### src/hw/mpi_defines.svh
// constants for the media independent port wrapper
`ifndef MPI_DEFINES_SVH
`define MPI_DEFINES_SVH
`define MPI_CLK_NS 100
`define MPI_HALF_1000_NS 4
`define MPI_HALF_100_NS 20
`define MPI_HALF_10_NS 200
`define MPI_HALF_REF_NS 10
`define MPI_HALF_CYC(ns) 8'((((ns) / `MPI_CLK_NS) > 0) ? ((ns) / `MPI_CLK_NS) : 1)
`define MPI_RMII_HOLD 4'h9
`define MPI_NIB_UNITS 3'h2
`define MPI_DIB_UNITS 3'h4
`define MPI_FIFO_DEPTH 8
`endif

### src/hw/mpi_port_unused_note.sv
// intentionally empty unit kept for compile order
`default_nettype none
`default_nettype wire

### src/hw/mpi_pkg.sv
// types shared by the media independent port wrapper
`default_nettype none
package mpi_pkg;
  typedef enum logic [1:0] {MPI_MII, MPI_RMII, MPI_RGMII} mpi_mode_t;
  typedef enum logic [1:0] {MPI_S10, MPI_S100, MPI_S1000} mpi_speed_t;
  typedef enum logic {MPI_TX_IDLE, MPI_TX_SEND} mpi_tx_state_t;
  typedef struct packed {
    logic       err;
    logic       last;
    logic [7:0] data;
  } mpi_byte_t;
  typedef struct packed {
    logic       en;
    logic       er;
    logic [3:0] d;
  } mpi_txpin_t;
  typedef struct packed {
    logic       dv;
    logic       er;
    logic [3:0] d;
  } mpi_rxpin_t;
  typedef struct packed {
    logic       tx_clk;
    logic       rx_clk;
    mpi_rxpin_t pins;
  } mpi_pinsync_t;
endpackage
`default_nettype wire

### src/hw/mpi_port.sv
// per-port xmii wrapper with transmit fifo
`include "mpi_defines.svh"
`default_nettype none

module mpi_fifo #(
  parameter int W     = 10,
  parameter int DEPTH = `MPI_FIFO_DEPTH
) (
  input  wire logic         clk_sys,
  input  wire logic         rst_n,
  input  wire logic         wr_valid,
  input  wire logic [W-1:0] wr_data,
  output var  logic         wr_ready,
  output var  logic         rd_valid,
  output var  logic [W-1:0] rd_data,
  input  wire logic         rd_ready
);
  localparam int AW = $clog2(DEPTH);
  logic [W-1:0] mem [DEPTH];
  logic [AW-1:0] wptr;
  logic [AW-1:0] rptr;
  logic [AW:0]   count;
  logic [AW:0]   next_count;
  logic          push;
  logic          pop;

  assign push    = wr_valid & wr_ready;
  assign pop     = rd_valid & rd_ready;
  assign rd_data = mem[rptr];

  always_comb begin
    next_count = count + (AW+1)'(push) - (AW+1)'(pop);
  end

  always_ff @(posedge clk_sys) begin
    if (push) begin
      mem[wptr] <= wr_data;
    end
  end

  always_ff @(posedge clk_sys or negedge rst_n) begin
    if (!rst_n) begin
      wptr     <= '0;
      rptr     <= '0;
      count    <= '0;
      wr_ready <= 1'b1;
      rd_valid <= 1'b0;
    end else begin
      if (push) begin
        wptr <= (wptr == AW'(DEPTH-1)) ? '0 : wptr + 1'b1;
      end
      if (pop) begin
        rptr <= (rptr == AW'(DEPTH-1)) ? '0 : rptr + 1'b1;
      end
      count    <= next_count;
      wr_ready <= next_count != (AW+1)'(DEPTH);
      rd_valid <= next_count != '0;
    end
  end
endmodule // mpi_fifo

module mpi_port (
  input  wire logic               clk_sys,
  input  wire logic               arst_n,
  input  wire mpi_pkg::mpi_mode_t  cfg_mode,
  input  wire logic               cfg_mac_to_mac,
  input  wire mpi_pkg::mpi_speed_t cfg_speed,
  input  wire mpi_pkg::mpi_byte_t  tx_in,
  input  wire logic               tx_in_valid,
  output var  logic               tx_in_ready,
  output var  mpi_pkg::mpi_byte_t  rx_out,
  output var  logic               rx_out_valid,
  output var  logic               tx_active,
  output var  logic               rx_active,
  input  wire logic               tx_clk_in,
  output var  logic               tx_clk_out,
  output var  logic               tx_clk_oe_n,
  input  wire logic               rx_clk_in,
  output var  logic               rx_clk_out,
  output var  logic               rx_clk_oe_n,
  output var  mpi_pkg::mpi_txpin_t tx_pins,
  input  wire mpi_pkg::mpi_rxpin_t rx_pins
);
  import mpi_pkg::*;

  function automatic logic [2:0] units_per_byte(input mpi_mode_t m);
    return (m == MPI_RMII) ? `MPI_DIB_UNITS : `MPI_NIB_UNITS;
  endfunction

  function automatic logic [3:0] low_unit(input mpi_mode_t m, input logic [7:0] b);
    return (m == MPI_RMII) ? {2'h0, b[1:0]} : b[3:0];
  endfunction

  function automatic logic [7:0] shift_out(input mpi_mode_t m, input logic [7:0] b);
    return (m == MPI_RMII) ? {2'h0, b[7:2]} : {4'h0, b[7:4]};
  endfunction

  logic [1:0]   rst_pipe;
  logic         rst_n;
  mpi_pinsync_t s1;
  mpi_pinsync_t s2;
  logic         is_rmii;
  logic         is_rgmii;
  logic         slow_rmii;
  logic         drive_tx;
  logic         drive_rx;
  logic [7:0]   half_len;
  logic [7:0]   half_cnt;
  logic         gen_clk;
  logic         tx_lvl;
  logic         rx_lvl;
  logic         tx_lvl_q;
  logic         rx_lvl_q;
  logic         tx_pos;
  logic         tx_neg;
  logic         rx_pos;
  logic         rx_neg;
  logic         tx_tick;
  logic         rx_tick;
  logic         fifo_valid;
  logic [9:0]   fifo_word;
  mpi_byte_t    fifo_byte;
  logic         pop;

  always_ff @(posedge clk_sys or negedge arst_n) begin
    if (!arst_n) begin
      rst_pipe <= 2'h0;
    end else begin
      rst_pipe <= {rst_pipe[0], 1'b1};
    end
  end
  assign rst_n = rst_pipe[1];

  // pin inputs pass two flops
  always_ff @(posedge clk_sys or negedge rst_n) begin
    if (!rst_n) begin
      s1 <= '0;
      s2 <= '0;
    end else begin
      s1 <= {tx_clk_in, rx_clk_in, rx_pins};
      s2 <= s1;
    end
  end

  assign is_rmii   = cfg_mode == MPI_RMII;
  assign is_rgmii  = cfg_mode == MPI_RGMII;
  assign slow_rmii = is_rmii && (cfg_speed == MPI_S10);

  assign drive_tx = is_rgmii || (is_rmii ? !cfg_mac_to_mac : cfg_mac_to_mac);
  assign drive_rx = cfg_mac_to_mac && !is_rmii;

  always_comb begin
    if (is_rmii) begin
      half_len = `MPI_HALF_CYC(`MPI_HALF_REF_NS);
    end else if (is_rgmii && cfg_speed == MPI_S1000) begin
      half_len = `MPI_HALF_CYC(`MPI_HALF_1000_NS);
    end else if (cfg_speed == MPI_S10) begin
      half_len = `MPI_HALF_CYC(`MPI_HALF_10_NS);
    end else begin
      half_len = `MPI_HALF_CYC(`MPI_HALF_100_NS);
    end
  end

  always_ff @(posedge clk_sys or negedge rst_n) begin
    if (!rst_n) begin
      half_cnt <= 8'h00;
      gen_clk  <= 1'b0;
    end else if (half_cnt == 8'h00) begin
      half_cnt <= half_len - 8'h01;
      gen_clk  <= ~gen_clk;
    end else begin
      half_cnt <= half_cnt - 8'h01;
    end
  end

  // rmii both ways on one clock
  assign tx_lvl = drive_tx ? gen_clk : s2.tx_clk;
  assign rx_lvl = is_rmii ? tx_lvl : (drive_rx ? gen_clk : s2.rx_clk);

  always_ff @(posedge clk_sys or negedge rst_n) begin
    if (!rst_n) begin
      tx_lvl_q    <= 1'b0;
      rx_lvl_q    <= 1'b0;
      tx_clk_out  <= 1'b0;
      rx_clk_out  <= 1'b0;
      tx_clk_oe_n <= 1'b1;
      rx_clk_oe_n <= 1'b1;
    end else begin
      tx_lvl_q    <= tx_lvl;
      rx_lvl_q    <= rx_lvl;
      tx_clk_out  <= gen_clk;
      rx_clk_out  <= gen_clk;
      tx_clk_oe_n <= ~drive_tx;
      rx_clk_oe_n <= ~drive_rx;
    end
  end

  assign tx_pos  = tx_lvl & ~tx_lvl_q;
  assign tx_neg  = ~tx_lvl & tx_lvl_q;
  assign rx_pos  = rx_lvl & ~rx_lvl_q;
  assign rx_neg  = ~rx_lvl & rx_lvl_q;
  assign tx_tick = is_rgmii ? (tx_pos | tx_neg) : tx_pos;
  assign rx_tick = is_rgmii ? (rx_pos | rx_neg) : rx_pos;

  mpi_fifo #(.W(10), .DEPTH(`MPI_FIFO_DEPTH)) u_tx_fifo (
    .clk_sys  (clk_sys),
    .rst_n    (rst_n),
    .wr_valid (tx_in_valid),
    .wr_data  (tx_in),
    .wr_ready (tx_in_ready),
    .rd_valid (fifo_valid),
    .rd_data  (fifo_word),
    .rd_ready (pop)
  );
  assign fifo_byte = mpi_byte_t'(fifo_word);

  mpi_tx_state_t state;
  mpi_tx_state_t next_state;
  logic [7:0]    shreg;
  logic [7:0]    next_shreg;
  logic [2:0]    left;
  logic [2:0]    next_left;
  logic [3:0]    hold;
  logic [3:0]    next_hold;
  logic          cur_v;
  logic          next_v;
  logic          cur_e;
  logic          next_e;
  logic          cur_last;
  logic          next_last;
  logic [3:0]    cur_d;
  logic [3:0]    next_d;

  always_comb begin
    pop        = 1'b0;
    next_state = state;
    next_shreg = shreg;
    next_left  = left;
    next_hold  = hold;
    next_v     = cur_v;
    next_e     = cur_e;
    next_last  = cur_last;
    next_d     = cur_d;
    if (tx_tick) begin
      if (state == MPI_TX_SEND && hold != 4'h0) begin
        next_hold = hold - 4'h1;
      end else if (state == MPI_TX_SEND && left != 3'h0) begin
        next_d     = low_unit(cfg_mode, shreg);
        next_shreg = shift_out(cfg_mode, shreg);
        next_left  = left - 3'h1;
        next_hold  = slow_rmii ? `MPI_RMII_HOLD : 4'h0;
      end else if (!is_rgmii || tx_pos) begin
        if (fifo_valid && !(state == MPI_TX_SEND && cur_last)) begin
          pop        = 1'b1;
          next_d     = low_unit(cfg_mode, fifo_byte.data);
          next_shreg = shift_out(cfg_mode, fifo_byte.data);
          next_left  = units_per_byte(cfg_mode) - 3'h1;
          next_hold  = slow_rmii ? `MPI_RMII_HOLD : 4'h0;
          next_v     = 1'b1;
          next_e     = fifo_byte.err;
          next_last  = fifo_byte.last;
          next_state = MPI_TX_SEND;
        end else begin
          next_v     = 1'b0;
          next_e     = 1'b0;
          next_last  = 1'b0;
          next_d     = 4'h0;
          next_state = MPI_TX_IDLE;
        end
      end
    end
  end

  always_ff @(posedge clk_sys or negedge rst_n) begin
    if (!rst_n) begin
      state    <= MPI_TX_IDLE;
      shreg    <= 8'h00;
      left     <= 3'h0;
      hold     <= 4'h0;
      cur_v    <= 1'b0;
      cur_e    <= 1'b0;
      cur_last <= 1'b0;
      cur_d    <= 4'h0;
    end else begin
      case (state)
        MPI_TX_IDLE, MPI_TX_SEND: begin
          state <= next_state;
        end
        default: begin
          state <= MPI_TX_IDLE;
        end
      endcase
      shreg    <= next_shreg;
      left     <= next_left;
      hold     <= next_hold;
      cur_v    <= next_v;
      cur_e    <= next_e;
      cur_last <= next_last;
      cur_d    <= next_d;
    end
  end

  always_ff @(posedge clk_sys or negedge rst_n) begin
    if (!rst_n) begin
      tx_pins   <= '0;
      tx_active <= 1'b0;
    end else begin
      tx_active <= next_state == MPI_TX_SEND;
      if (tx_tick) begin
        // nibble or pair on data pins
        tx_pins.d  <= next_d;
        // falling ctl is valid xor error
        tx_pins.en <= (is_rgmii && tx_neg) ? (next_v ^ next_e) : next_v;
        tx_pins.er <= is_rgmii ? 1'b0 : (next_v & next_e);
      end
    end
  end

  logic       ctl_pos;
  logic [3:0] rx_hold;
  logic [7:0] acc;
  logic [2:0] cnt;
  logic       acc_err;
  mpi_byte_t  pend;
  logic       pend_valid;
  logic       samp;
  logic       samp_dv;
  logic       samp_er;
  logic [7:0] next_acc;

  assign samp_dv = is_rgmii ? (rx_pos ? s2.pins.dv : ctl_pos) : s2.pins.dv;
  assign samp_er = is_rgmii ? (rx_neg & (s2.pins.dv ^ ctl_pos)) : s2.pins.er;
  assign samp    = rx_tick && (rx_hold == 4'h0);
  assign next_acc = is_rmii ? {s2.pins.d[1:0], acc[7:2]} : {s2.pins.d, acc[7:4]};

  always_ff @(posedge clk_sys or negedge rst_n) begin
    if (!rst_n) begin
      ctl_pos      <= 1'b0;
      rx_hold      <= 4'h0;
      acc          <= 8'h00;
      cnt          <= 3'h0;
      acc_err      <= 1'b0;
      pend         <= '0;
      pend_valid   <= 1'b0;
      rx_out       <= '0;
      rx_out_valid <= 1'b0;
      rx_active    <= 1'b0;
    end else begin
      rx_out_valid <= 1'b0;
      if (rx_tick && rx_pos) begin
        ctl_pos <= s2.pins.dv;
      end
      if (rx_tick && rx_hold != 4'h0) begin
        rx_hold <= rx_hold - 4'h1;
      end
      if (samp && samp_dv) begin
        rx_active <= 1'b1;
        rx_hold   <= slow_rmii ? `MPI_RMII_HOLD : 4'h0;
        if (cnt + 3'h1 == units_per_byte(cfg_mode)) begin
          cnt          <= 3'h0;
          acc_err      <= 1'b0;
          pend         <= '{err: acc_err | samp_er, last: 1'b0, data: next_acc};
          pend_valid   <= 1'b1;
          rx_out       <= '{err: pend.err, last: 1'b0, data: pend.data};
          rx_out_valid <= pend_valid;
        end else begin
          acc     <= next_acc;
          cnt     <= cnt + 3'h1;
          acc_err <= acc_err | samp_er;
        end
      end else if (samp && (!is_rgmii || rx_pos)) begin
        rx_active    <= 1'b0;
        rx_hold      <= 4'h0;
        cnt          <= 3'h0;
        acc_err      <= 1'b0;
        pend_valid   <= 1'b0;
        rx_out       <= '{err: pend.err, last: 1'b1, data: pend.data};
        rx_out_valid <= pend_valid;
      end
    end
  end
endmodule // mpi_port

`default_nettype wire

### config.mk
export PLATFORM = sky130hd
export DESIGN_NAME = mpi_port
export DESIGN_NICKNAME = d
export VERILOG_FILES = /design/src/hw/mpi_port_unused_note.sv /design/src/hw/mpi_pkg.sv /design/src/hw/mpi_port.sv
export VERILOG_INCLUDE_DIRS = /design/src /design/src/hw
export SDC_FILE = /design/constraint.sdc
export NUM_CORES = 1
export LEC_CHECK = 0
export ABC_CLOCK_PERIOD_IN_PS = 5180
export BUFFER_PORTS_ARGS = -buffer_cell sky130_fd_sc_hd__buf_4
export CAP_MARGIN = 20
export CORE_MARGIN = 2
export CORE_UTILIZATION = 35
export CTS_CLUSTER_DIAMETER = 50
export CTS_CLUSTER_SIZE = 16
export DETAILED_ROUTE_END_ITERATION = 12
export PLACE_DENSITY = 0.56
export SETUP_SLACK_MARGIN = 0.3
export SLEW_MARGIN = 15
export SYNTH_ARGS = -nofsm -noshare
export SYNTH_HDL_FRONTEND = slang
export SYNTH_SLANG_ARGS = --single-unit
export TNS_END_PERCENT = 30
### constraint.sdc
create_clock -name clk_sys -period 5.18 [get_ports clk_sys]
set_input_delay 1.036 -clock clk_sys [delete_from_list [all_inputs] [get_ports clk_sys]]
set_output_delay 1.036 -clock clk_sys [all_outputs]
set_load 0.05 [all_outputs]
==> metrics.md, run 1 <==
| Metric | Value |
|---|---|
| Status | `finished, final reports clean` |
| Via density | `5.12` |
| Clk root buf | `clkbuf_16` |
| Top area cells in the synthesized netlist | `dfrtp_1 (33%), edfxtp_1 (30%), mux4_2 (5.7%), nand2_1 (3.6%), ha_1 (3.2%)` |
| Top FF cell, synth | `dfrtp_1` |
| CTS tree | `yes` |
| Final Setup Violations | `0` |
| Yosys cell types | `68` |
| Tot GR Track Use | `14.2%` |
| Post-synthesis sequential area ratio | `64.4%` |
| Final ANT Viol Nets | `0` |
| Most frequent cell after synthesis | `dfrtp_1` |
| Non-Filler Instances | `937` |
| Crit path launch type | `input pin` |
| Avg WL per Cell | `17.2 µm` |
| Number of buffers added on ports | `49` |
| Die height | `155 µm` |
| Avg Inst Size Synth | `13.6 µm²` |
| Required time worst endpoint | `5500 ps` |
| Clk sink count | `188` |
| DR iter-0 viols | `252` |
| Final #Nets | `686` |
| FF+latch count, synth | `188` |
| Number of global-route vias before repair | `5035` |
| Post-CTS Hold Fix Bufs | `0` |
| Hold Path Class | `register to register` |
| Post-Syn Area | `7930 µm²` |
| Die area | `23900 µm²` |
| Final Hold Viols | `0` |
| Top-area cell type share of the netlist area | `33.1%` |
| Clock skew | `8.81 ps` |
| Worst vdd ir | `0.000181 V` |
| Adder-cell share of the synthesized area | `3.41%` |
| Post-Synth Simple-Gate Area | `9.40%` |
| First-pass GRT wire length | `26400 µm` |
| Post-CTS setup buffer count | `0` |
| Async set-reset flop share out of synthesis | `57.4%` |
| WL final | `16100 µm` |
| Detailed Place HPWL | `10900 µm` |
| CP endpoint kind | `register` |
| RSZ-0062 raised after global routing | `false` |
| GRT overflow | `0` |
| Post-cts gate resize count | `0` |
| Std cell rows | `55` |
| Layout cells sized above 1 | `23.6%` |
| CTS buffer count | `17` |
| DRC | `0` |
| Area leader, netlist | `dfrtp_1` |
| WS Path Type | `input pin to register` |
| CORE AREA | `22400 µm²` |
| Leakage power | `3.83 nW` |
| P per Cell Area | `526 nW/µm²` |
| EDFF count, synth | `80` |
| Antenna violations before repair | `0` |
| Final period utilization | `84.5%` |
| Multiplexer share of the synthesized area | `10.0%` |
| CP max FO | `8` |
| Slew margin rel. | `25.9%` |
| Max clock buf depth | `2` |
| Yosys warning count | `0` |
| Diode count | `0` |
| Tmin final | `4380 ps` |
| Combinational family with the most area after synthesis | `multiplexers` |
| Commonest cells post-synth | `dfrtp_1 (105), edfxtp_1 (80), nand2_1 (76)` |
| I/O pins | `50` |
| Worst-Margin Slew | `1110 ps` |
| Fmax | `228 MHz` |
| Max-slew violations | `0` |
| Clk_lat worst skew | `430 ps` |
| RD Place Congestion | `0.817` |
| Synth-to-Final Area Change | `17.1%` |
| H-tree Lvls | `4` |
| Syn nets | `629` |
| Initial Utilization | `35.4%` |
| Largest net degree at the start of global routing | `60` |
| Max Cap Viol | `0` |
| Synth Area in Compound Gates | `8.71%` |
| Xor/xnor share of the synthesized area | `1.21%` |
| Drt pass-1 iters | `4` |
| TNS Setup | `0 ps` |
| CP arrival | `4700 ps` |
| Die W | `155 µm` |
| Vias | `4798` |
| Placed insts | `903` |
| Synth Instances | `582` |
| Clock-pin slew on the worst setup and hold paths | `70 ps` |
placed cells by master (no fill, tap or decap), types with 4 or more instances in the layout:
cell type / synthesis / layout
xor2_1: 5 / 5
buf_4: 2 / 60
edfxtp_1: 80 / 80
mux2_4: 7 / 7
nor3_1: 19 / 15
a21o_1: 5 / 5
o21ai_0: 15 / 15
nand3_1: 7 / 7
dfrtp_1: 105 / 103
nor2_1: 26 / 25
nand2_1: 76 / 76
or3_1: 4 / 4
nor3_2: 0 / 4
a31oi_1: 18 / 18
and2_1: 4 / 4
ha_1: 20 / 20
nand2b_1: 5 / 5
mux4_2: 20 / 20
mux2i_1: 5 / 5
xnor2_1: 6 / 6
inv_1: 29 / 29
a32o_1: 5 / 5
o31ai_1: 4 / 4
clkbuf_16: 0 / 18
a221oi_1: 4 / 4
mux2_2: 17 / 17
a21oi_1: 13 / 13
area by class of cell:
class / count / area (µm²)
fill: 2071 / 13100
sequential: 188 / 5110
multi-input combinational: 340 / 2660
clock buffer: 22 / 495
timing repair buffer: 62 / 473
tap: 285 / 357
inverter: 30 / 113
clock inverter: 10 / 76.3
per-stage QoR:
| stage | cell area (µm²) | hold WS, ps | power [mW] | util [%] | worst slack [ps] |
|---|---|---|---|---|---|
| after floorplan | 7950 | 331 | 3.20 | - | 316 |
| after global placement | 8680 | 335 | 3.59 | 38.7 | 528 |
| after detailed placement | 8690 | 335 | 3.66 | 38.7 | 364 |
| after CTS | 9260 | 342 | 4.93 | 41.3 | 830 |
| after global routing | 9290 | 351 | 5.19 | 41.4 | 579 |
| final | 9290 | 338 | 4.89 | 41.4 | 801 |
metal layers:
| layer | part of all wire, % | GRT usage (%) | vias up |
|---|---|---|---|
| met2 | 52 | 24.8 | 93 |
| met3 | 4.3 | 3.28 | 11 |
| met1 | 43 | 17.5 | 2438 |
| met5 | 0 | 0 | - |
| met4 | 0.95 | 4.67 | 0 |
| li1 | - | - | 2256 |
sequential cells by signal (all words and copies together) (netlist names), 3 cells and up:
register and flops:
rx_out 10, pend 9, u_tx_fifo.rptr 3, half_cnt 8, s2 8, rx_hold 4
cnt 3, u_tx_fifo.wptr 3, cur_d 4, u_tx_fifo.mem 80, left 3, shreg 6
tx_pins 6, s1 8, acc 6, hold 4, u_tx_fifo.count 4
cell families (layout without fill, tap and decap cells):
group                      after synthesis  after routing
AOI/OAI and AO/OA                       97             97
xor gates and xnor gates                11             11
adders and majority gates               21             21
buffers and inverters                   54            124
DFF                                    188            188
muxes                                   49             49
other                                    1              1
and+or+nand+nor                        161            161
power breakdown:
part / internal, mW / switching (mW) / leakage [nW]
clock network: 0.689 / 0.568 / 0.285
registers: 1.88 / 0.309 / 2.07
logic: 0.646 / 0.796 / 1.48
total: 3.21 / 1.67 / 3.83
worst paths after layout:
kind                        startpoint                  to  slack [ps]  depth (start not counted)
setup / recovery           cfg_mode[1]  u_tx_fifo.rd_valid         800                         19
hold / removal                   s1[1]               s2[1]         340                          0
setup reg to reg               gen_clk  u_tx_fifo.rd_valid        1790                         14
hold reg to reg                  s1[1]               s2[1]         340                          0
max in group asynchronous  rst_pipe[1]           rx_active        3670                          1
min in group asynchronous  rst_pipe[1]             left[1]         360                          0
critical path, stage by stage:
cell and delay (ps):
buf_4 140, and2b_1 230, inv_2 50, ha_1 260, nand2_1 60, mux2_2 270, ha_1 240, nor3b_1 90
nor3_1 480, nand2_1 160, inv_1 230, ha_1 280, inv_1 60, ha_1 160, inv_1 60, fa_1 470
inv_1 50, nor3_1 280, nand2b_1 100
Power figures use the tool's default switching activity.
==> run 2: changes to the inputs <==
--- a/config.mk
+++ b/config.mk
@@ -6,7 +6,7 @@
 export SDC_FILE = /design/constraint.sdc
 export NUM_CORES = 1
 export LEC_CHECK = 0
-export ABC_CLOCK_PERIOD_IN_PS = 5180
+export ABC_CLOCK_PERIOD_IN_PS = 4400
 export BUFFER_PORTS_ARGS = -buffer_cell sky130_fd_sc_hd__buf_4
 export CAP_MARGIN = 20
 export CORE_MARGIN = 2
==> constraint.sdc (replaced) <==
create_clock -name clk_sys -period 4.4 [get_ports clk_sys]
set_input_delay 0.88 -clock clk_sys [delete_from_list [all_inputs] [get_ports clk_sys]]
set_output_delay 0.88 -clock clk_sys [all_outputs]
set_load 0.05 [all_outputs]
==> run 2 against run 1 <==
Sequential power increased by 17%. Critical path type unchanged. Clock power increased by 27%. First-iteration DRC count decreased by 1.6%. Critical endpoint unchanged. Wire length decreased by 1.1%.
==> metrics.md, run 2 (synthesis results as in run 1) <==
| Metric | Value |
|---|---|
| Tot GR Track Use | `14.1%` |
| Via density | `5.12` |
| Leakage power | `3.88 nW` |
| Most frequent CP cell | `ha_4` |
| I/O pins | `50` |
| Status | `finished, final reports clean` |
| Net Sw Power | `2.04 mW` |
| Worst R2R Start | `tx_active` |
| WL final | `15900 µm` |
| Cell-by-cell trace of the critical path | `buf_4 -> and2b_1 -> inv_4 -> ha_4 -> nand2_2 -> mux2_4 -> ha_4 -> and3b_1 -> a221oi_4 -> nand2_1 -> inv_2 -> ha_4 -> inv_2 -> ha_4 -> inv_2 -> fa_1 -> inv_1 -> nor3_2 -> nand2b_1` |
| CP max FO | `8` |
| Post-CTS Hold Fix Bufs | `0` |
| RD Place Congestion | `0.798` |
| Std cell rows | `55` |
| TNS Setup | `0 ps` |
| Max Cap Viol | `0` |
| Synth-to-Final Area Change | `18.9%` |
| Fillcell total | `2054` |
| WP buf/inv | `6` |
| DR iter-0 viols | `248` |
| Avg WL per Cell | `16.9 µm` |
| Final Hold Viols | `0` |
| RSZ-0062 raised after global routing | `false` |
| Hold Path Class | `input pin to asynchronous set/reset pin` |
| Final Instance Area | `9430 µm²` |
| Slew margin rel. | `33.4%` |
| Tmin final | `3760 ps` |
| CTS tree | `yes` |
| Max clock buf depth | `2` |
| WS Path Type | `input pin to register` |
| Leading cell type in the layout, fill and taps excluded | `dfrtp_1` |
| CP max stage delay | `470 ps` |
| CTS buffer count | `17` |
| Fmax | `266 MHz` |
| H-tree Lvls | `4` |
| Largest delay contributor family on the critical path | `adder cells` |
| CP endpoint kind | `register` |
| Reg area | `5110 µm²` |
| Required time worst endpoint | `4720 ps` |
| Final #Nets | `691` |
| Clk sink count | `188` |
| Final period utilization | `85.3%` |
| Die area | `23900 µm²` |
| GRT overflow | `0` |
| Area of the multi-input gates | `2720 µm²` |
| Final ANT Viol Nets | `0` |
| Sw frac | `34.5%` |
| Antenna violations before repair | `0` |
| Drt pass-1 iters | `4` |
| Most frequent cells in the layout | `dfrtp_1 (104), edfxtp_1 (80), nand2_1 (75)` |
| Post-cts gate resize count | `0` |
| Logic pwr share | `29.4%` |
| Most flops, register | `u_tx_fifo.mem` |
| Die height | `155 µm` |
| Vias | `4821` |
| Clk root buf | `clkbuf_16` |
| Flop2flop setup slack | `1380 ps` |
| Proportion of power drawn by the clock network | `27.2%` |
| Crit Reg-Reg Endpoint | `u_tx_fifo.rd_valid` |
| Largest net degree at the start of global routing | `61` |
| Sequential Power Share | `43.5%` |
| Post-CTS setup buffer count | `0` |
| Int Pwr | `3.87 mW` |
| First-pass GRT wire length | `26000 µm` |
| CORE AREA | `22400 µm²` |
| Final Setup Violations | `0` |
| Detailed Place HPWL | `10600 µm` |
| Diode count | `0` |
| Clk_lat worst skew | `430 ps` |
| R2R cell count | `12` |
| Crit path max-delay cell type | `fa_1` |
| Biggest regs | `u_tx_fifo.mem x80, rx_out x10, pend x9` |
| Clock skew | `10.3 ps` |
| Total power | `5.90 mW` |
| Max reg flops | `80` |
| Crit path launch type | `input pin` |
| Clock-pin slew on the worst setup and hold paths | `70 ps` |
| Max-slew violations | `0` |
| Die W | `155 µm` |
| Worst-Margin Slew | `1000 ps` |
| P per Cell Area | `626 nW/µm²` |
| Area post-placement | `8800 µm²` |
| Worst vdd ir | `0.000255 V` |
| Number of buffers added on ports | `49` |
| Number of global-route vias before repair | `4942` |
| Initial Utilization | `35.4%` |
| Layout cells sized above 1 | `25.6%` |
| CP arrival | `4080 ps` |
| DRC | `0` |
run 2: changes by cell type in the layout (fill, tap and decap cells not counted), moves of 3 or more:
cell      previous run  this run
buf_4               60        67
clkbuf_8             3         0
clkinv_4             1         4
ha_1                20        16
ha_4                 0         4
inv_1               29        26
inv_6                3         0
inv_8                1         7
run 2: power by group through the flow:
stage / Sequential [mW] / Clock, mW / Combinational (mW)
CTS: 2.58 / 1.65 / 1.75
finish: 2.57 / 1.60 / 1.73
floorplan: 2.56 / 0 / 1.24
global placement: 2.59 / 0 / 1.69
global route: 2.63 / 1.72 / 1.92
detailed placement: 2.61 / 0 / 1.74
run 2: worst max-delay path by stage:
stage                      from                 end  slack [ps]  cells after the start
finish              cfg_mode[1]  u_tx_fifo.rd_valid         640                     19
global route        cfg_mode[1]  u_tx_fifo.rd_valid         440                     19
CTS                 cfg_mode[1]  u_tx_fifo.rd_valid         630                     19
detailed placement  cfg_mode[1]  u_tx_fifo.rd_valid         180                     19
global placement    cfg_mode[1]  u_tx_fifo.rd_valid         240                     19
floorplan           cfg_mode[1]  u_tx_fifo.rd_valid          30                     21
run 2: metrics by stage:
stage | std cells | setup WS [ps] | hold WS [ps] | utilization (%)
floorplan | 582 | 34.0 | 331 | -
global placement | 907 | 236 | 338 | 39.2
detailed placement | 909 | 177 | 335 | 39.2
CTS | 941 | 629 | 196 | 42.0
global route | 942 | 439 | 191 | 42.0
finish | 942 | 645 | 216 | 42.0
run 2: area by class of cell:
type,count,share of cell area [%]
Clock buffer,17,4.51
Clock inverter,15,2.10
Inverter,30,1.22
Multi-Input combinational cell,340,28.8
Sequential cell,188,54.2
Tap cell,285,3.78
Timing Repair Buffer,67,5.33
run 2: worst register-to-register path, delay by kind of cell (launching register included):
kind | cells | cell delay (ps)
compound gates | 1 | 320
buf+inv | 4 | 320
fa+ha+maj | 3 | 810
simple gates | 4 | 910
flops | 1 | 560
run 2: metal layers:
layer,global-route usage [%],wire [µm],part of all wire [%],up-vias
met2,24.5,8050,51,91
li1,-,-,-,2276
met5,0,0,0,-
met1,17.3,7080,45,2437
met3,4.09,620,3.9,17
met4,3.40,159,1.0,0
